==> src/core/tws_pkg.sv <==
// constants, register map and carrier types of the two-wire bus master
package tws_pkg;

  // ****************************************************************
  // timing
  // ****************************************************************
  localparam int unsigned CLK_PERIOD_NS = 10;
  localparam int unsigned BIT_RATE_KBPS = 100;
  localparam int unsigned BIT_PERIOD_NS = 1000000 / BIT_RATE_KBPS;
  localparam int unsigned QUARTER_NS    = BIT_PERIOD_NS / 4;
  localparam int unsigned QUARTER_CYC   = (QUARTER_NS + CLK_PERIOD_NS - 1) / CLK_PERIOD_NS;
  localparam int unsigned QCNT_W        = 9;
  localparam logic [QCNT_W-1:0] QCNT_LAST = QCNT_W'(QUARTER_CYC - 1);

  // ****************************************************************
  // own registers, byte addresses on the bus
  // ****************************************************************
  localparam logic [7:0] REG_CTRL = 8'h00;
  localparam logic [7:0] REG_CMD  = 8'h04;
  localparam logic [7:0] REG_TXD  = 8'h08;
  localparam logic [7:0] REG_RXD  = 8'h0C;
  localparam logic [7:0] REG_STAT = 8'h10;

  localparam int unsigned CTRL_EN   = 0;
  localparam int unsigned CMD_START = 0;
  localparam int unsigned CMD_WRITE = 1;
  localparam int unsigned CMD_READ  = 2;
  localparam int unsigned CMD_STOP  = 3;
  localparam int unsigned CMD_NACK  = 4;
  localparam int unsigned CMD_W     = 4;

  localparam int unsigned STAT_BUSY     = 0;
  localparam int unsigned STAT_START_SN = 1;
  localparam int unsigned STAT_STOP_SN  = 2;
  localparam int unsigned STAT_OWN      = 3;
  localparam int unsigned STAT_RX_NACK  = 4;
  localparam int unsigned STAT_ARB_ADDR = 5;
  localparam int unsigned STAT_ARB_DATA = 6;
  localparam int unsigned STAT_DONE     = 7;
  localparam int unsigned STAT_REFUSED  = 8;
  localparam int unsigned STAT_W        = 9;

  localparam logic [7:0] CTRL_RST = 8'h00;
  localparam logic [7:0] TXD_RST  = 8'h00;

  // ****************************************************************
  // register map of the port on the far side (reference only)
  // ****************************************************************
  localparam logic [7:0] DEV_IRQ_FLAG_REG     = 8'h0C;
  localparam logic [7:0] DEV_SERIAL_BUF_REG   = 8'h13;
  localparam logic [7:0] DEV_SERIAL_CTRL_REG  = 8'h14;
  localparam logic [7:0] DEV_PORT_C_DIR_REG   = 8'h87;
  localparam logic [7:0] DEV_IRQ_ENABLE_REG   = 8'h8C;
  localparam logic [7:0] DEV_SERIAL_ADDR_REG  = 8'h93;
  localparam logic [7:0] DEV_SERIAL_STAT_REG  = 8'h94;
  localparam logic [7:0] DEV_PORT_C_DIR_RST   = 8'h3F;
  localparam logic [3:0] DEV_MODE_SLAVE_IDLE  = 4'hB;

  // ****************************************************************
  // carrier types
  // ****************************************************************
  typedef struct packed {
    logic        cyc;
    logic        stb;
    logic        we;
    logic [7:0]  adr;
    logic [3:0]  sel;
    logic [31:0] dat;
  } tws_wb_req_t;

  typedef struct packed {
    logic        ack;
    logic [31:0] dat;
  } tws_wb_rsp_t;

  typedef struct packed {
    logic scl;
    logic sda;
  } tws_pin_in_t;

  typedef struct packed {
    logic scl_o;
    logic scl_oe_n;
    logic sda_o;
    logic sda_oe_n;
  } tws_pin_out_t;

  typedef enum logic [1:0] {ST_IDLE, ST_START, ST_BIT, ST_STOP} tws_state_t;

endpackage

==> src/core/tws_master_ctrl.sv <==
// two-wire bus master controller with wishbone register port
`timescale 1ns/1ps

module tws_master_ctrl (
  input  wire logic                  clk_i,    // system clock 100 MHz
  input  wire logic                  rst_n_i,  // sync reset, active low
  input  wire tws_pkg::tws_wb_req_t  wb_req_i, // wishbone request
  output tws_pkg::tws_wb_rsp_t       wb_rsp_o, // wishbone answer
  input  wire tws_pkg::tws_pin_in_t  pin_i,    // bus line levels
  output tws_pkg::tws_pin_out_t      pin_o     // bus line drivers
);
  import tws_pkg::*;

  logic              scl_f;
  logic              sda_f;
  logic              start_seen;
  logic              stop_seen;
  logic              tick;
  logic              run;
  logic              stall;
  logic              busy;
  logic              bus_free;
  logic              wb_req;
  logic              wb_wr;
  logic              cmd_load;
  logic [STAT_W-1:0] stat;
  logic [STAT_W-1:0] stat_clr;

  tws_state_t        st_q;
  logic [1:0]        ph_q;
  logic [3:0]        bit_q;
  logic [CMD_W-1:0]  pend_q;
  logic              nack_q;
  logic              rd_mode_q;
  logic              first_q;
  logic              own_q;
  logic [7:0]        txs_q;
  logic [7:0]        rxs_q;
  logic [7:0]        rxd_q;
  logic [7:0]        ctrl_q;
  logic [7:0]        txd_q;
  logic              rx_nack_q;
  logic              arb_addr_q;
  logic              arb_data_q;
  logic              done_q;
  logic              refused_q;
  logic              scl_oe_n_q;
  logic              sda_oe_n_q;
  logic              low_q;
  logic              ack_q;
  logic [31:0]       rdat_q;

  // ****************************************************************
  // line conditioning and bit timing
  // ****************************************************************
  tws_line_sync u_sync (
    .clk_i        (clk_i),
    .rst_n_i      (rst_n_i),
    .en_i         (ctrl_q[CTRL_EN]),
    .pin_i        (pin_i),
    .scl_o        (scl_f),
    .sda_o        (sda_f),
    .start_seen_o (start_seen),
    .stop_seen_o  (stop_seen)
  );

  // the clock line may be held low by the far side; wait for it high
  assign stall = (ph_q == 2'd2) && !scl_f;
  assign run   = (st_q != ST_IDLE) && !stall;

  tws_quarter_tick u_tick (
    .clk_i   (clk_i),
    .rst_n_i (rst_n_i),
    .run_i   (run),
    .tick_o  (tick)
  );

  // ****************************************************************
  // register decode
  // ****************************************************************
  function automatic logic hit(input logic [7:0] adr, input logic [7:0] ofs);
    return adr == ofs;
  endfunction

  assign wb_req   = wb_req_i.cyc && wb_req_i.stb && !ack_q;
  assign wb_wr    = wb_req && wb_req_i.we && wb_req_i.sel[0];
  assign busy     = (st_q != ST_IDLE) || (|pend_q);
  assign cmd_load = wb_wr && hit(wb_req_i.adr, REG_CMD) && !busy;
  assign bus_free = (stop_seen || (!start_seen && !stop_seen)) && scl_f && sda_f;
  assign stat_clr = (wb_wr && hit(wb_req_i.adr, REG_STAT)) ? wb_req_i.dat[STAT_W-1:0] : '0;

  always_comb begin
    stat                = '0;
    stat[STAT_BUSY]     = busy;
    stat[STAT_START_SN] = start_seen;
    stat[STAT_STOP_SN]  = stop_seen;
    stat[STAT_OWN]      = own_q;
    stat[STAT_RX_NACK]  = rx_nack_q;
    stat[STAT_ARB_ADDR] = arb_addr_q;
    stat[STAT_ARB_DATA] = arb_data_q;
    stat[STAT_DONE]     = done_q;
    stat[STAT_REFUSED]  = refused_q;
  end

  // ****************************************************************
  // wishbone slave
  // ****************************************************************
  always_ff @(posedge clk_i) begin
    if (!rst_n_i) begin
      ack_q  <= 1'b0;
      rdat_q <= '0;
    end else begin
      ack_q <= wb_req;
      if (wb_req) begin
        rdat_q <= '0;
        if (hit(wb_req_i.adr, REG_CTRL)) begin
          rdat_q[7:0] <= ctrl_q;
        end else if (hit(wb_req_i.adr, REG_TXD)) begin
          rdat_q[7:0] <= txd_q;
        end else if (hit(wb_req_i.adr, REG_RXD)) begin
          rdat_q[7:0] <= rxd_q;
        end else if (hit(wb_req_i.adr, REG_STAT)) begin
          rdat_q[STAT_W-1:0] <= stat;
        end
      end
    end
  end

  always_ff @(posedge clk_i) begin
    if (!rst_n_i) begin
      ctrl_q <= CTRL_RST;
      txd_q  <= TXD_RST;
    end else if (wb_wr) begin
      if (hit(wb_req_i.adr, REG_CTRL)) begin
        ctrl_q <= {7'h00, wb_req_i.dat[CTRL_EN]};
      end
      if (hit(wb_req_i.adr, REG_TXD) && !busy) begin
        txd_q <= wb_req_i.dat[7:0];
      end
    end
  end

  // ****************************************************************
  // bus sequencer
  // ****************************************************************
  always_ff @(posedge clk_i) begin
    if (!rst_n_i || !ctrl_q[CTRL_EN]) begin
      st_q       <= ST_IDLE;
      ph_q       <= 2'd0;
      bit_q      <= 4'h0;
      pend_q     <= '0;
      nack_q     <= 1'b0;
      rd_mode_q  <= 1'b0;
      first_q    <= 1'b0;
      own_q      <= 1'b0;
      txs_q      <= 8'h00;
      rxs_q      <= 8'h00;
      rxd_q      <= 8'h00;
      rx_nack_q  <= 1'b0;
      arb_addr_q <= 1'b0;
      arb_data_q <= 1'b0;
      done_q     <= 1'b0;
      refused_q  <= 1'b0;
      scl_oe_n_q <= 1'b1;
      sda_oe_n_q <= 1'b1;
    end else begin
      // software clears first so that a set in the same cycle wins
      if (stat_clr[STAT_RX_NACK]) rx_nack_q <= 1'b0;
      if (stat_clr[STAT_ARB_ADDR]) arb_addr_q <= 1'b0;
      if (stat_clr[STAT_ARB_DATA]) arb_data_q <= 1'b0;
      if (stat_clr[STAT_DONE]) done_q <= 1'b0;
      if (stat_clr[STAT_REFUSED]) refused_q <= 1'b0;
      if (cmd_load) begin
        pend_q <= wb_req_i.dat[CMD_W-1:0];
        nack_q <= wb_req_i.dat[CMD_NACK];
      end
      if (tick) begin
        ph_q <= ph_q + 2'd1;
      end
      case (st_q)
        ST_IDLE: begin
          ph_q <= 2'd0;
          if (pend_q[CMD_START]) begin
            pend_q[CMD_START] <= 1'b0;
            if (own_q || bus_free) begin
              st_q <= ST_START;
            end else begin
              pend_q    <= '0;
              refused_q <= 1'b1;
            end
          end else if (pend_q[CMD_WRITE] || pend_q[CMD_READ]) begin
            pend_q[CMD_WRITE] <= 1'b0;
            pend_q[CMD_READ]  <= 1'b0;
            if (own_q) begin
              st_q      <= ST_BIT;
              bit_q     <= 4'h0;
              rd_mode_q <= !pend_q[CMD_WRITE];
              txs_q     <= txd_q;
            end else begin
              pend_q    <= '0;
              refused_q <= 1'b1;
            end
          end else if (pend_q[CMD_STOP]) begin
            pend_q[CMD_STOP] <= 1'b0;
            if (own_q) begin
              st_q <= ST_STOP;
            end else begin
              refused_q <= 1'b1;
            end
          end
        end
        ST_START: begin
          if (tick) begin
            case (ph_q)
              2'd0: sda_oe_n_q <= 1'b1;
              2'd1: scl_oe_n_q <= 1'b1;
              2'd2: sda_oe_n_q <= 1'b0;
              default: begin
                scl_oe_n_q <= 1'b0;
                own_q      <= 1'b1;
                first_q    <= 1'b1;
                st_q       <= ST_IDLE;
              end
            endcase
          end
        end
        ST_BIT: begin
          if (tick) begin
            case (ph_q)
              2'd0: begin
                if (bit_q != 4'd8) begin
                  sda_oe_n_q <= rd_mode_q ? 1'b1 : txs_q[7];
                end else begin
                  sda_oe_n_q <= rd_mode_q ? nack_q : 1'b1;
                end
              end
              2'd1: scl_oe_n_q <= 1'b1;
              2'd2: begin
                if (bit_q != 4'd8) begin
                  rxs_q <= {rxs_q[6:0], sda_f};
                  txs_q <= {txs_q[6:0], 1'b0};
                  if (!rd_mode_q && sda_oe_n_q && !sda_f) begin
                    scl_oe_n_q <= 1'b1;
                    sda_oe_n_q <= 1'b1;
                    own_q      <= 1'b0;
                    pend_q     <= '0;
                    st_q       <= ST_IDLE;
                    arb_addr_q <= first_q || arb_addr_q;
                    arb_data_q <= !first_q || arb_data_q;
                  end
                end else if (!rd_mode_q) begin
                  rx_nack_q <= sda_f;
                end
              end
              default: begin
                scl_oe_n_q <= 1'b0;
                if (bit_q == 4'd8) begin
                  st_q    <= ST_IDLE;
                  done_q  <= 1'b1;
                  first_q <= 1'b0;
                  if (rd_mode_q) begin
                    rxd_q <= rxs_q;
                  end
                end else begin
                  bit_q <= bit_q + 4'h1;
                end
              end
            endcase
          end
        end
        ST_STOP: begin
          if (tick) begin
            case (ph_q)
              2'd0: sda_oe_n_q <= 1'b0;
              2'd1: scl_oe_n_q <= 1'b1;
              2'd2: sda_oe_n_q <= 1'b1;
              default: begin
                own_q  <= 1'b0;
                done_q <= 1'b1;
                st_q   <= ST_IDLE;
              end
            endcase
          end
        end
        default: st_q <= ST_IDLE;
      endcase
    end
  end

  // ****************************************************************
  // outputs
  // ****************************************************************
  always_ff @(posedge clk_i) begin
    low_q <= 1'b0;
  end

  assign wb_rsp_o.ack = ack_q;
  assign wb_rsp_o.dat = rdat_q;
  assign pin_o.scl_o    = low_q;
  assign pin_o.scl_oe_n = scl_oe_n_q;
  assign pin_o.sda_o    = low_q;
  assign pin_o.sda_oe_n = sda_oe_n_q;

endmodule

==> src/core/tws_line_sync.sv <==
// bus line synchroniser with start and stop condition detection
`timescale 1ns/1ps
module tws_line_sync (
  input  wire logic              clk_i,        // system clock
  input  wire logic              rst_n_i,      // sync reset, active low
  input  wire logic              en_i,         // block enabled
  input  wire tws_pkg::tws_pin_in_t pin_i,     // raw bus lines
  output logic                   scl_o,        // filtered clock line
  output logic                   sda_o,        // filtered data line
  output logic                   start_seen_o, // start seen since last stop
  output logic                   stop_seen_o   // stop seen since last start
);
  import tws_pkg::*;

  logic [1:0] s1_q;
  logic [1:0] s2_q;
  logic [1:0] s3_q;
  logic [1:0] lvl_q;
  logic       start_det;
  logic       stop_det;

  // ****************************************************************
  // three flops, level changes once second and third agree
  // ****************************************************************
  genvar g;
  generate
    for (g = 0; g < 2; g++) begin : g_line
      always_ff @(posedge clk_i) begin
        if (!rst_n_i) begin
          s1_q[g]  <= 1'b1;
          s2_q[g]  <= 1'b1;
          s3_q[g]  <= 1'b1;
          lvl_q[g] <= 1'b1;
        end else begin
          s1_q[g] <= (g == 0) ? pin_i.sda : pin_i.scl;
          s2_q[g] <= s1_q[g];
          s3_q[g] <= s2_q[g];
          if (s2_q[g] == s3_q[g]) begin
            lvl_q[g] <= s3_q[g];
          end
        end
      end
    end
  endgenerate

  assign sda_o = lvl_q[0];
  assign scl_o = lvl_q[1];

  assign start_det = lvl_q[1] && (s2_q[1] == s3_q[1]) && s3_q[1] && lvl_q[0] && (s2_q[0] == s3_q[0]) && !s3_q[0];
  assign stop_det  = lvl_q[1] && (s2_q[1] == s3_q[1]) && s3_q[1] && !lvl_q[0] && (s2_q[0] == s3_q[0]) && s3_q[0];

  // ****************************************************************
  // bus state bits
  // ****************************************************************
  always_ff @(posedge clk_i) begin
    if (!rst_n_i || !en_i) begin
      start_seen_o <= 1'b0;
      stop_seen_o  <= 1'b0;
    end else if (start_det) begin
      start_seen_o <= 1'b1;
      stop_seen_o  <= 1'b0;
    end else if (stop_det) begin
      start_seen_o <= 1'b0;
      stop_seen_o  <= 1'b1;
    end
  end

endmodule

==> src/core/tws_quarter_tick.sv <==
// quarter bit period tick generator
`timescale 1ns/1ps
module tws_quarter_tick (
  input  wire logic clk_i,   // system clock
  input  wire logic rst_n_i, // sync reset, active low
  input  wire logic run_i,   // count while high, restart when low
  output logic      tick_o   // one-cycle pulse each quarter bit
);
  import tws_pkg::*;

  logic [QCNT_W-1:0] cnt_q;

  always_ff @(posedge clk_i) begin
    if (!rst_n_i || !run_i) begin
      cnt_q  <= '0;
      tick_o <= 1'b0;
    end else if (cnt_q == QCNT_LAST) begin
      cnt_q  <= '0;
      tick_o <= 1'b1;
    end else begin
      cnt_q  <= cnt_q + 1'b1;
      tick_o <= 1'b0;
    end
  end

endmodule

==> config.mk <==
export PLATFORM = sky130hd
export DESIGN_NAME = tws_master_ctrl
export DESIGN_NICKNAME = d
export VERILOG_FILES = /design/src/core/tws_pkg.sv /design/src/core/tws_master_ctrl.sv /design/src/core/tws_line_sync.sv /design/src/core/tws_quarter_tick.sv
export SDC_FILE = /design/constraint.sdc
export NUM_CORES = 1
export LEC_CHECK = 0
export BUFFER_PORTS_ARGS = -buffer_cell sky130_fd_sc_hd__buf_4
export CAP_MARGIN = 20
export CORE_MARGIN = 2
export CORE_UTILIZATION = 40
export CTS_CLUSTER_SIZE = 25
export DETAILED_ROUTE_END_ITERATION = 12
export SLEW_MARGIN = 20
export SYNTH_ARGS = -nofsm -noshare
export SYNTH_HDL_FRONTEND = slang
export SYNTH_SLANG_ARGS = --single-unit
==> constraint.sdc <==
create_clock -name clk_i -period 2.8 [get_ports clk_i]
set_input_delay 0.14 -clock clk_i [delete_from_list [all_inputs] [get_ports clk_i]]
set_output_delay 0.14 -clock clk_i [all_outputs]
set_load 0.01 [all_outputs]
**Word level (Yosys, flattened, before mapping)**

Index checks and enable logic that the tools add are counted.

- Input bits: 51
- Output and inout port bits: 37
- Register bits after elaboration: 86
- ROM bits: 0
- Memories: 0
- RAM bits: 0
- Bits in latches: 0

- Multiplexer cells: 115
- Shift-type cells: 0
- Bitwise gates (word level): 2
- Add/sub/neg operators: 3
- Divide/modulo/power cells: 0
- Equal/unequal tests: 43
- Reductions and logical operators: 73
- Multipliers: 0
- $lt $le $gt $ge: 0

Operators with widths:

| cell | count |
|---|---|
| $mux W8 | 9 |
| $mux W1 | 62 |
| $mux W4 | 14 |
| $ne A2 B2 Y1 const B | 15 |
| $reduce_and A9 Y1 | 3 |
| $mux W2 | 12 |
| $ne A3 B3 Y1 const B | 8 |
| $logic_and A1 B1 Y1 | 23 |
| $mux W9 | 2 |
| $eq A8 B4 Y1 const B | 2 |
| $pmux W4 S2 | 2 |
| $pmux W8 S2 | 1 |
| $logic_not A1 Y1 | 14 |
| $reduce_and A7 Y1 | 2 |
| $pmux W1 S2 | 6 |
| $pmux W1 S3 | 4 |
| $reduce_or A2 Y1 | 6 |
| $ne A2 B1 Y1 const B | 5 |
| $reduce_and A10 Y1 | 1 |
| $add A9 B1 Y9 const B | 1 |
| $eq A9 B8 Y1 const B | 1 |
| $eq A8 B3 Y1 const B | 1 |
| $eq A8 B5 Y1 const B | 1 |
| $logic_not A8 Y1 | 1 |
| other kinds (21) | 40 |

**Depth between registers and ports, before layout**

Gate-level depths: netlist (run 1).

- Depth in word-level cells: 12
- Gate-level depth with buffers: 10
- Mapped depth without buffers: 7

**Cells and area by module**

From an unflattened synthesis (run 1), not the netlist that was laid out.

- Cell total of the unflattened synthesis: 536
- Area, all modules: 4,499.3 um^2

Modules (own cells, without submodules):

| module | sequential area each (um^2) | cells an instance | instances | area an instance (um^2) |
|---|---|---|---|---|
| tws_master_ctrl | 1,321.3 | 454 | 1 | 3,709.8 |
| tws_quarter_tick | 200.2 | 49 | 1 | 446.7 |
| tws_line_sync | 200.2 | 33 | 1 | 342.8 |

**Worst setup path before layout (run 1)**

OpenSTA, ideal clock, no wires.

- Kind: register to register
- From: reg bit_q[0]
- To: reg arb_addr_q
- Stages on the path, launching flop included: 8
- Arrival time: 1.908 ns
- Path slack: 0.802 ns
- Cells stage by stage: dfxtp_1 inv_1 ha_1 and3b_1 clkbuf_2 or3_1 or3_1 a311oi_1

- Longest elaborated chain between the ends: 5

Ends and longest elaborated chain:

| element | line | source |
|---|---|---|
| start: declaration | tws_master_ctrl.sv:31 | `logic [3:0] bit_q;` |
| start signal: assignment | tws_master_ctrl.sv:265 | `bit_q <= bit_q + 4'h1;` |
| $ne A4 B4 Y1 | tws_master_ctrl.sv:239 | `if (bit_q != 4'd8) begin` |
| $mux W1 | tws_master_ctrl.sv:239 |  |
| $mux W1 | tws_master_ctrl.sv:229 | `case (ph_q)` |
| $mux W1 | tws_master_ctrl.sv:228 | `if (tick) begin` |
| $mux W1 | tws_master_ctrl.sv:180 | `case (st_q)` |
| end signal: assignment | tws_master_ctrl.sv:248 | `arb_addr_q <= first_q \|\| arb_addr_q;` |
| end: declaration | tws_master_ctrl.sv:43 | `logic arb_addr_q;` |

Every way passes these cells.
A chain may end at the register's enable or synchronous reset.

**Worst setup path after layout (run 1)**

- From: reg bit_q[0]
- To: reg pend_q[1]

- Longest elaborated chain between the ends: 5

Ends and longest elaborated chain:

| element | line | source |
|---|---|---|
| $ne A4 B4 Y1 | tws_master_ctrl.sv:239 |  |
| $mux W4 | tws_master_ctrl.sv:239 |  |
| $mux W4 | tws_master_ctrl.sv:229 |  |
| $mux W4 | tws_master_ctrl.sv:228 |  |
| $pmux W4 S2 | tws_master_ctrl.sv:180 |  |
| end signal: assignment | tws_master_ctrl.sv:174 | `pend_q <= wb_req_i.dat[CMD_W-1:0];` |
| end: declaration | tws_master_ctrl.sv:32 | `logic [CMD_W-1:0] pend_q;` |

Every way passes these cells.

==> reports/summary.json, run 1 <==
{
  "insertedDiodeCount": {"value": 0},
  "vias_in_the_first_global_route": {"value": 3129},
  "cts-root-buf": {"value": "sky130_fd_sc_hd__clkbuf_8"},
  "firstDrtPassIters": {"value": 4},
  "place.detailed.hpwl": {"value": 6900, "unit": "µm"},
  "slew_violations": {"value": 0},
  "timing.critical_path.fanout_max": {"value": 8},
  "max_cap_violations": {"value": 0},
  "die_x": {"value": 105, "unit": "µm"},
  "detail_route.vias_per_cell": {"value": 5.09},
  "critical_path.cell_chain": {"value": "inv_1 -> ha_1 -> and3b_1 -> or3_1 -> o31a_1 -> o21ai_0 -> nor2_1"},
  "wl": {"value": 9290, "unit": "µm"},
  "relSlewSlack": {"value": 51.2, "unit": "%"},
  "rsz0062_at_grt": {"value": "no"},
  "final-hold-violation-count": {"value": 0},
  "crit_path_start_kind": {"value": "flip-flop"},
  "post-route-drc-count": {"value": 0},
  "ys_seq_elements": {"value": 86},
  "total_leakage_power": {"value": 1.64, "unit": "nW"},
  "met2RoutedLength": {"value": 4330, "unit": "µm"},
  "vdd_ir_max": {"value": 234, "unit": "µV"},
  "maxClockFrequency": {"value": 0.462, "unit": "GHz"},
  "detailedRoute.firstIterationViolations": {"value": 196},
  "power.density": {"value": 463, "unit": "mW/mm²"},
  "worstSetupEndpointType": {"value": "flip-flop"},
  "setup.worst_path.start": {"value": "bit_q[0]$_SDFFE_PP0P_"},
  "cp.arrival": {"value": 2.41, "unit": "ns"},
  "cts_post_setup_buffers_inserted": {"value": 0},
  "tritoncts_num_sinks": {"value": 86},
  "synth.lib_cells_used.distinct": {"value": 58},
  "drtAntennaViolNets": {"value": 0},
  "initial_utilization": {"value": 41.6, "unit": "%"},
  "fin_total_pwr": {"value": 2.12, "unit": "mW"},
  "post_cts_resize_count": {"value": 0},
  "holdCritPathClass": {"value": "primary input to flip-flop"},
  "synth_edf_count": {"value": 0},
  "status": {"value": "finished clean"},
  "ys_dominant_reg_cell": {"value": "sky130_fd_sc_hd__dfxtp_1"},
  "initial_antenna_violation_count": {"value": 0},
  "rr_startpoint": {"value": "bit_q[0]$_SDFFE_PP0P_"},
  "filler_cells_inserted": {"value": 981},
  "ctsHtreeMaxLevel": {"value": 3},
  "io_buffers": {"value": 36},
  "min-delay-start": {"value": "wb_req_i[7]"},
  "final.setup_skew": {"value": 0.00625, "unit": "ns"},
  "clkSlewWorstSetupHoldPaths": {"value": 0.09, "unit": "ns"},
  "synth.yosys.seq_area_share": {"value": 41.9, "unit": "%"},
  "cts-hold-fix-buffers": {"value": 3},
  "synth-async-reset-ratio": {"value": 0, "unit": "%"},
  "wl_met1": {"value": 4510, "unit": "µm"},
  "vias": {"value": 3306},
  "wire_per_inst": {"value": 14.3, "unit": "µm"},
  "globalRouteOverflowTotal": {"value": 0},
  "critPathSlowestCell": {"value": "sky130_fd_sc_hd__or3_1"},
  "synth_cells": {"value": 484},
  "syn_to_final_growth": {"value": 11.4, "unit": "%"},
  "io-pin-count": {"value": 88},
  "final.hold.worst_slack": {"value": 0.0179, "unit": "ns"},
  "ys.warnings.count": {"value": 0},
  "total_die_area": {"value": 0.0111, "unit": "mm²"},
  "clock_insertion_delay_worst_skew": {"value": 0.36, "unit": "ns"},
  "highest_routed_metal_layer": {"value": "met4"},
  "worst-slew-pin-transition": {"value": 0.730, "unit": "ns"},
  "rows": {"value": 36},
  "worst_endpoint_required_time": {"value": 3.05, "unit": "ns"},
  "fin_nets": {"value": 571},
  "fin_setup_tns": {"value": 0, "unit": "ns"},
  "grt_start_max_net_pins": {"value": 31},
  "chipHeight": {"value": 105, "unit": "µm"},
  "setup_viol": {"value": 0},
  "clock_path_buffers": {"value": 2},
  "proportion_of_layout_cells_with_a_drive_suffix_above_1": {"value": 13.2, "unit": "%"},
  "routabilityCongestion": {"value": 0.792},
  "syn_area_per_cell": {"value": 8.49, "unit": "µm²"},
  "synthesis.area": {"value": 0.00411, "unit": "mm²"},
  "utilization": {"value": 46.4, "unit": "%"},
  "tritoncts": {"value": "yes"},
  "placeableCoreArea": {"value": 0.00986, "unit": "mm²"},
  "period_minus_slack": {"value": 2.17, "unit": "ns"},
  "grt_first_pass_wirelength": {"value": 15300, "unit": "µm"},
  "inserted_clock_buffers": {"value": 9},
  "wl_met3": {"value": 336, "unit": "µm"},
  "gr-usage-all-layers": {"value": 17.2, "unit": "%"},
  "fin_crit_sh": {"value": 77.3, "unit": "%"},
  "timing.critical_path.slowest_cell_delay": {"value": 0.45, "unit": "ns"},
  "timing.setup.critical_path_class": {"value": "flip-flop to flip-flop"}
}
[final timing paths]
| path | end | slack [ns] | depth (start not counted) |
|---|---|---|---|
| worst max-delay path | pend_q[1]$_SDFF_PP0_ | 0.63 | 7 |
| worst min-delay path | txd_q[7]$_SDFFE_PN0P_ | 0.02 | 3 |
| worst max register to register | pend_q[1]$_SDFF_PP0_ | 0.63 | 7 |
| worst min register to register | u_sync.s2_q[1]$_SDFF_PN1_ | 0.41 | 1 |
[synth_stat cells, drive strengths merged (3+ instances only)]
cell	instances	area [µm²]
xor2	3	26.3
a31oi	3	18.8
o21ai	28	140
buf	33	239
nor2	62	233
mux2i	26	260
nand2	48	180
nor3	16	96.4
nand4	5	31.3
dfxtp	86	1720
a211oi	4	30.0
a311oi	9	78.8
nand3	20	100
or3	6	37.5
nand3b	3	22.5
nand2b	13	81.3
and2	3	18.8
xnor2	7	61.3
clkbuf	19	72.6
a22oi	6	45.0
a21oi	25	125
ha	8	100
inv	12	45.0
[layer usage]
metal / global-route usage [%] / vias up
li1: - / 1689
met1: 23.1 / 1541
met2: 27.9 / 66
met3: 2.78 / 10
met4: 6.00 / 0
met5: 0 / -
[critical path, delay by kind of cell (launching register included)]
| kind | cells | cell delay (ns) |
|---|---|---|
| compound gates | 2 | 0.59 |
| fa+ha+maj | 1 | 0.21 |
| simple gates | 3 | 0.81 |
| flops | 1 | 0.36 |
| buf+inv | 1 | 0.08 |
[layout by cell type, fill, tap and decap left out, types with 9 or more instances in the layout]
| cell type | synthesis | routed |
|---|---|---|
| sky130_fd_sc_hd__mux2i_1 | 26 | 26 |
| sky130_fd_sc_hd__inv_1 | 12 | 12 |
| sky130_fd_sc_hd__a21oi_1 | 25 | 25 |
| sky130_fd_sc_hd__nand2b_1 | 13 | 13 |
| sky130_fd_sc_hd__o21ai_0 | 28 | 28 |
| sky130_fd_sc_hd__dfxtp_1 | 86 | 86 |
| sky130_fd_sc_hd__nor2_1 | 62 | 62 |
| sky130_fd_sc_hd__buf_4 | 28 | 42 |
| sky130_fd_sc_hd__a311oi_1 | 9 | 9 |
| sky130_fd_sc_hd__conb_1 | 1 | 25 |
| sky130_fd_sc_hd__nor3_1 | 14 | 14 |
| sky130_fd_sc_hd__clkbuf_8 | 0 | 10 |
| sky130_fd_sc_hd__nand2_1 | 48 | 48 |
| sky130_fd_sc_hd__nand3_1 | 20 | 20 |
[sequential cells by signal, indices dropped and copies added, names as in the netlist, 4 cells and up]
register / cells
pend_q: 4
rxs_q: 8
txd_q: 8
txs_q: 8
bit_q: 4
rdat_q: 9
u_tick.cnt_q: 9
rxd_q: 8
[power breakdown]
| group | switching (mW) | internal (mW) |
|---|---|---|
| combinational | 0.0557 | 0.0377 |
| sequential | 0.00289 | 1.23 |
| clock | 0.451 | 0.345 |
| total | 0.510 | 1.61 |
[layout make-up]
type / count / area, µm² / area share, %
multi-input combinational: 357 / 2120 / 46.3
sequential: 86 / 1720 / 37.6
timing repair buffer: 45 / 345 / 7.55
tap: 133 / 166 / 3.64
clock buffer: 11 / 141 / 3.09
inverter: 13 / 48.8 / 1.07
clock inverter: 5 / 35.0 / 0.766
[cells by family (layout without fill, tap and decap cells)]
logic type               after synthesis  in the layout  share of synthesized area, %
AND/OR/NAND/NOR                      192            192                          23.3
AO/OA/AOI/OAI                         95             95                          14.7
flip-flops                            86             86                          41.9
buffers and inverters                 65             74                          8.77
multiplexers                          27             27                          6.61
XOR/XNOR                              10             10                          2.13
adder cells (fa/ha/maj)                8              8                          2.44
other                                  1             25                        0.0913
[stage by stage]
step / cells / instance area, µm² / setup slack [ns]
floorplan: 508 / 4200 / 0.802
global placement: 631 / 4370 / 0.650
detailed placement: 631 / 4370 / 0.598
CTS: 650 / 4570 / 0.629
global route: 650 / 4570 / 0.487
finish: 650 / 4570 / 0.635
(Power assumes the default switching activity.)
==> run 2, diff against run 1 <==
==> constraint.sdc (replaced) <==
create_clock -name clk_i -period 2.05 [get_ports clk_i]
set_input_delay 0.1025 -clock clk_i [delete_from_list [all_inputs] [get_ports clk_i]]
set_output_delay 0.1025 -clock clk_i [all_outputs]
set_load 0.01 [all_outputs]
==> run 2 against run 1 <==
Die area unchanged. Worst setup slack got worse by 0.55 ns. Combinational power increased by 52%. Fmax increased by 10%. Via count increased by 5.0%. Clock skew increased by 0.0058 ns. Critical path type unchanged. Critical endpoint is now arb_addr_q$_SDFF_PP0_. Largest cell class unchanged.
==> reports/summary.json, run 2 (synthesis results as in run 1) <==
{
  "status": {"value": "finished clean", "change": "unchanged"},
  "worst_endpoint_required_time": {"value": 2.29, "unit": "ns", "change": "was 3.05 ns"},
  "wire_per_inst": {"value": 13.9, "unit": "µm", "change": "was 14.3 µm"},
  "tritoncts_num_sinks": {"value": 86, "change": "unchanged"},
  "rsz0062_at_grt": {"value": "no", "change": "unchanged"},
  "cts-root-buf": {"value": "sky130_fd_sc_hd__clkbuf_8", "change": "unchanged"},
  "global_route.usage.met1": {"value": 23.1, "unit": "%", "change": "about the same"},
  "chipHeight": {"value": 105, "unit": "µm", "change": "unchanged"},
  "insertedDiodeCount": {"value": 0, "change": "unchanged"},
  "io-pin-count": {"value": 88, "change": "unchanged"},
  "rr_startpoint": {"value": "bit_q[0]$_SDFFE_PP0P_", "change": "unchanged"},
  "worst-slew-pin-transition": {"value": 0.894, "unit": "ns", "change": "was 0.730 ns"},
  "die_x": {"value": 105, "unit": "µm", "change": "unchanged"},
  "crit_path_start_kind": {"value": "flip-flop", "change": "unchanged"},
  "min-delay-start": {"value": "wb_req_i[8]", "change": "was wb_req_i[7]"},
  "grt_start_max_net_pins": {"value": 30, "change": "was 31"},
  "drtAntennaViolNets": {"value": 0, "change": "unchanged"},
  "slew_violations": {"value": 0, "change": "unchanged"},
  "power.combinational.fraction": {"value": 4.8, "unit": "%", "change": "was 4.4%"},
  "sequentialPowerShare": {"value": 57.1, "unit": "%", "change": "was 58.0%"},
  "ctsHtreeMaxLevel": {"value": 3, "change": "unchanged"},
  "reg2reg_slack": {"value": 0.09, "unit": "ns", "change": "was 0.63 ns"},
  "clkSlewWorstSetupHoldPaths": {"value": 0.09, "unit": "ns", "change": "about the same"},
  "initial_antenna_violation_count": {"value": 0, "change": "unchanged"},
  "leading_cell_type_in_the_layout_fill_and_taps_excluded": {"value": "sky130_fd_sc_hd__dfxtp_1", "change": "unchanged"},
  "fin_crit_sh": {"value": 95.8, "unit": "%", "change": "was 77.3%"},
  "clock_path_buffers": {"value": 2, "change": "unchanged"},
  "setup_viol": {"value": 0, "change": "unchanged"},
  "period_minus_slack": {"value": 1.96, "unit": "ns", "change": "was 2.17 ns"},
  "inserted_clock_buffers": {"value": 9, "change": "unchanged"},
  "clockPowerShare": {"value": 38.1, "unit": "%", "change": "was 37.6%"},
  "clock_insertion_delay_worst_skew": {"value": 0.36, "unit": "ns", "change": "about the same"},
  "final-hold-violation-count": {"value": 0, "change": "unchanged"},
  "use_met2": {"value": 27.6, "unit": "%", "change": "was 27.9%"},
  "syn_to_final_growth": {"value": 17.2, "unit": "%", "change": "was 11.4%"},
  "mostFrequentLayoutCells": {"value": "sky130_fd_sc_hd__dfxtp_1, sky130_fd_sc_hd__nor2_1, sky130_fd_sc_hd__buf_4", "change": "was sky130_fd_sc_hd__dfxtp_1, sky130_fd_sc_hd__nor2_1, sky130_fd_sc_hd__nand2_1"},
  "grt_busiest_layer": {"value": "met2", "change": "unchanged"},
  "internal_power": {"value": 2.25, "unit": "mW", "change": "was 1.61 mW"},
  "timing.critical_path.fanout_max": {"value": 4, "change": "was 8"},
  "min_to": {"value": "refused_q$_SDFF_PP0_", "change": "was txd_q[7]$_SDFFE_PN0P_"},
  "timing.setup.critical_path_class": {"value": "flip-flop to flip-flop", "change": "unchanged"},
  "cts_post_setup_buffers_inserted": {"value": 0, "change": "unchanged"},
  "detail_route.vias_per_cell": {"value": 5.15, "change": "was 5.09"},
  "power.density": {"value": 611, "unit": "mW/mm²", "change": "was 463 mW/mm²"},
  "cp.arrival": {"value": 2.21, "unit": "ns", "change": "was 2.41 ns"},
  "placeableCoreArea": {"value": 0.00986, "unit": "mm²", "change": "unchanged"},
  "fin_total_pwr": {"value": 2.94, "unit": "mW", "change": "was 2.12 mW"},
  "p_switching": {"value": 693, "unit": "µW", "change": "was 510 µW"},
  "total_die_area": {"value": 0.0111, "unit": "mm²", "change": "unchanged"},
  "proportion_of_layout_cells_with_a_drive_suffix_above_1": {"value": 16.5, "unit": "%", "change": "was 13.2%"},
  "gr-usage-all-layers": {"value": 17.3, "unit": "%", "change": "was 17.2%"},
  "place.detailed.hpwl": {"value": 7020, "unit": "µm", "change": "was 6900 µm"},
  "post-route-drc-count": {"value": 0, "change": "unchanged"},
  "grt.met3_usage": {"value": 2.97, "unit": "%", "change": "was 2.78%"},
  "relSlewSlack": {"value": 40.3, "unit": "%", "change": "was 51.2%"},
  "wl": {"value": 9360, "unit": "µm", "change": "was 9290 µm"},
  "fin_nets": {"value": 595, "change": "was 571"},
  "tritoncts": {"value": "yes", "change": "unchanged"},
  "globalRouteOverflowTotal": {"value": 0, "change": "unchanged"},
  "routabilityCongestion": {"value": 0.837, "change": "was 0.792"},
  "swShare": {"value": 23.5, "unit": "%", "change": "was 24.1%"},
  "maxClockFrequency": {"value": 0.509, "unit": "GHz", "change": "was 0.462 GHz"},
  "utilization": {"value": 48.8, "unit": "%", "change": "was 46.4%"},
  "firstDrtPassIters": {"value": 5, "change": "was 4"},
  "critical_path.reg2reg.endpoint": {"value": "arb_addr_q$_SDFF_PP0_", "change": "was pend_q[1]$_SDFF_PP0_"},
  "max_cap_violations": {"value": 0, "change": "unchanged"},
  "fin_setup_tns": {"value": 0, "unit": "ns", "change": "unchanged"},
  "setup.worst_path.start": {"value": "bit_q[0]$_SDFFE_PP0P_", "change": "unchanged"},
  "grt_first_pass_wirelength": {"value": 15400, "unit": "µm", "change": "was 15,300 µm"},
  "cell_count_of_the_worst_hold_path": {"value": 4, "change": "was 3"},
  "rows": {"value": 36, "change": "unchanged"},
  "biggestRegsByFlops": {"value": "rdat_q (9), u_tick.cnt_q (9)", "change": "unchanged"},
  "detailedRoute.firstIterationViolations": {"value": 197, "change": "was 196"},
  "r2r.worst_path.cells": {"value": 6, "change": "was 7"},
  "vias_in_the_first_global_route": {"value": 3233, "change": "was 3,129"},
  "vias": {"value": 3470, "change": "was 3,306"},
  "io_buffers": {"value": 36, "change": "unchanged"},
  "holdCritPathClass": {"value": "primary input to flip-flop", "change": "unchanged"},
  "worstSetupEndpointType": {"value": "flip-flop", "change": "unchanged"},
  "final.setup_skew": {"value": 0.0120, "unit": "ns", "change": "was 0.00625 ns"},
  "total_leakage_power": {"value": 1.78, "unit": "nW", "change": "was 1.64 nW"},
  "vdd_ir_max": {"value": 347, "unit": "µV", "change": "was 234 µV"},
  "initial_utilization": {"value": 41.6, "unit": "%", "change": "unchanged"}
}
-- run 2: worst max path at each step --
stage | end | slack, ns | cells after the start
after detailed placement | arb_addr_q$_SDFF_PP0_ | 0.05 | 6
after CTS | arb_addr_q$_SDFF_PP0_ | 0.01 | 6
after global routing | st_q[1]$_SDFFE_PP0P_ | 0.009 | 7
after global placement | pend_q[2]$_SDFF_PP0_ | 0.07 | 7
after floorplan | arb_addr_q$_SDFF_PP0_ | 0.05 | 7
final | arb_addr_q$_SDFF_PP0_ | 0.09 | 6
-- run 2: area by class of cell --
cell class / count / area [µm²]
tap: 133 / 166
sequential: 86 / 1720
inverter: 13 / 48.8
clock buffer: 12 / 155
timing repair buffer: 69 / 556
fill: 985 / 5050
clock inverter: 4 / 30.0
multi-input combinational: 357 / 2140
-- run 2: worst max-delay path, cell delays in order (launching register included) --
cell                       delay, ns
sky130_fd_sc_hd__dfxtp_1        0.36
sky130_fd_sc_hd__inv_1          0.08
sky130_fd_sc_hd__ha_1           0.21
sky130_fd_sc_hd__and3b_1        0.19
sky130_fd_sc_hd__or3_4          0.40
sky130_fd_sc_hd__or3_4          0.39
sky130_fd_sc_hd__a311oi_1       0.23
-- run 2: what timing repair did --
item                                    in CTS  in global routing
endpoints found under the setup margin       0                  8
hold buffers                                10                  0
resized for setup                            0                  5
endpoints found under the hold margin       14                  0
-- run 2: power groups by stage --
stage	sequential, mW	clock, mW	combinational [mW]
finish	1.68	1.12	0.142
global route	1.68	1.22	0.156
CTS	1.68	1.16	0.141
detailed placement	1.72	0	0.126
global placement	1.72	0	0.124
floorplan	1.72	0	0.0986
-- run 2: metal layers --
metal,share of wire [%],vias to the layer above
li1,-,1733
met1,49,1651
met2,46,74
met3,3.5,12
met4,1.7,0
met5,0,-
-- run 2: per-stage QoR --
| step | instances | setup slack, ns | instance area [µm²] | hold WS (ns) |
|---|---|---|---|---|
| floorplan | 508 | 0.0515 | 4200 | 0.204 |
| global placement | 648 | 0.0732 | 4510 | 0.291 |
| detailed placement | 648 | 0.0496 | 4510 | 0.290 |
| CTS | 674 | 0.0119 | 4790 | 0.0668 |
| global route | 674 | 0.00884 | 4810 | 0.101 |
| finish | 674 | 0.0856 | 4810 | 0.0813 |
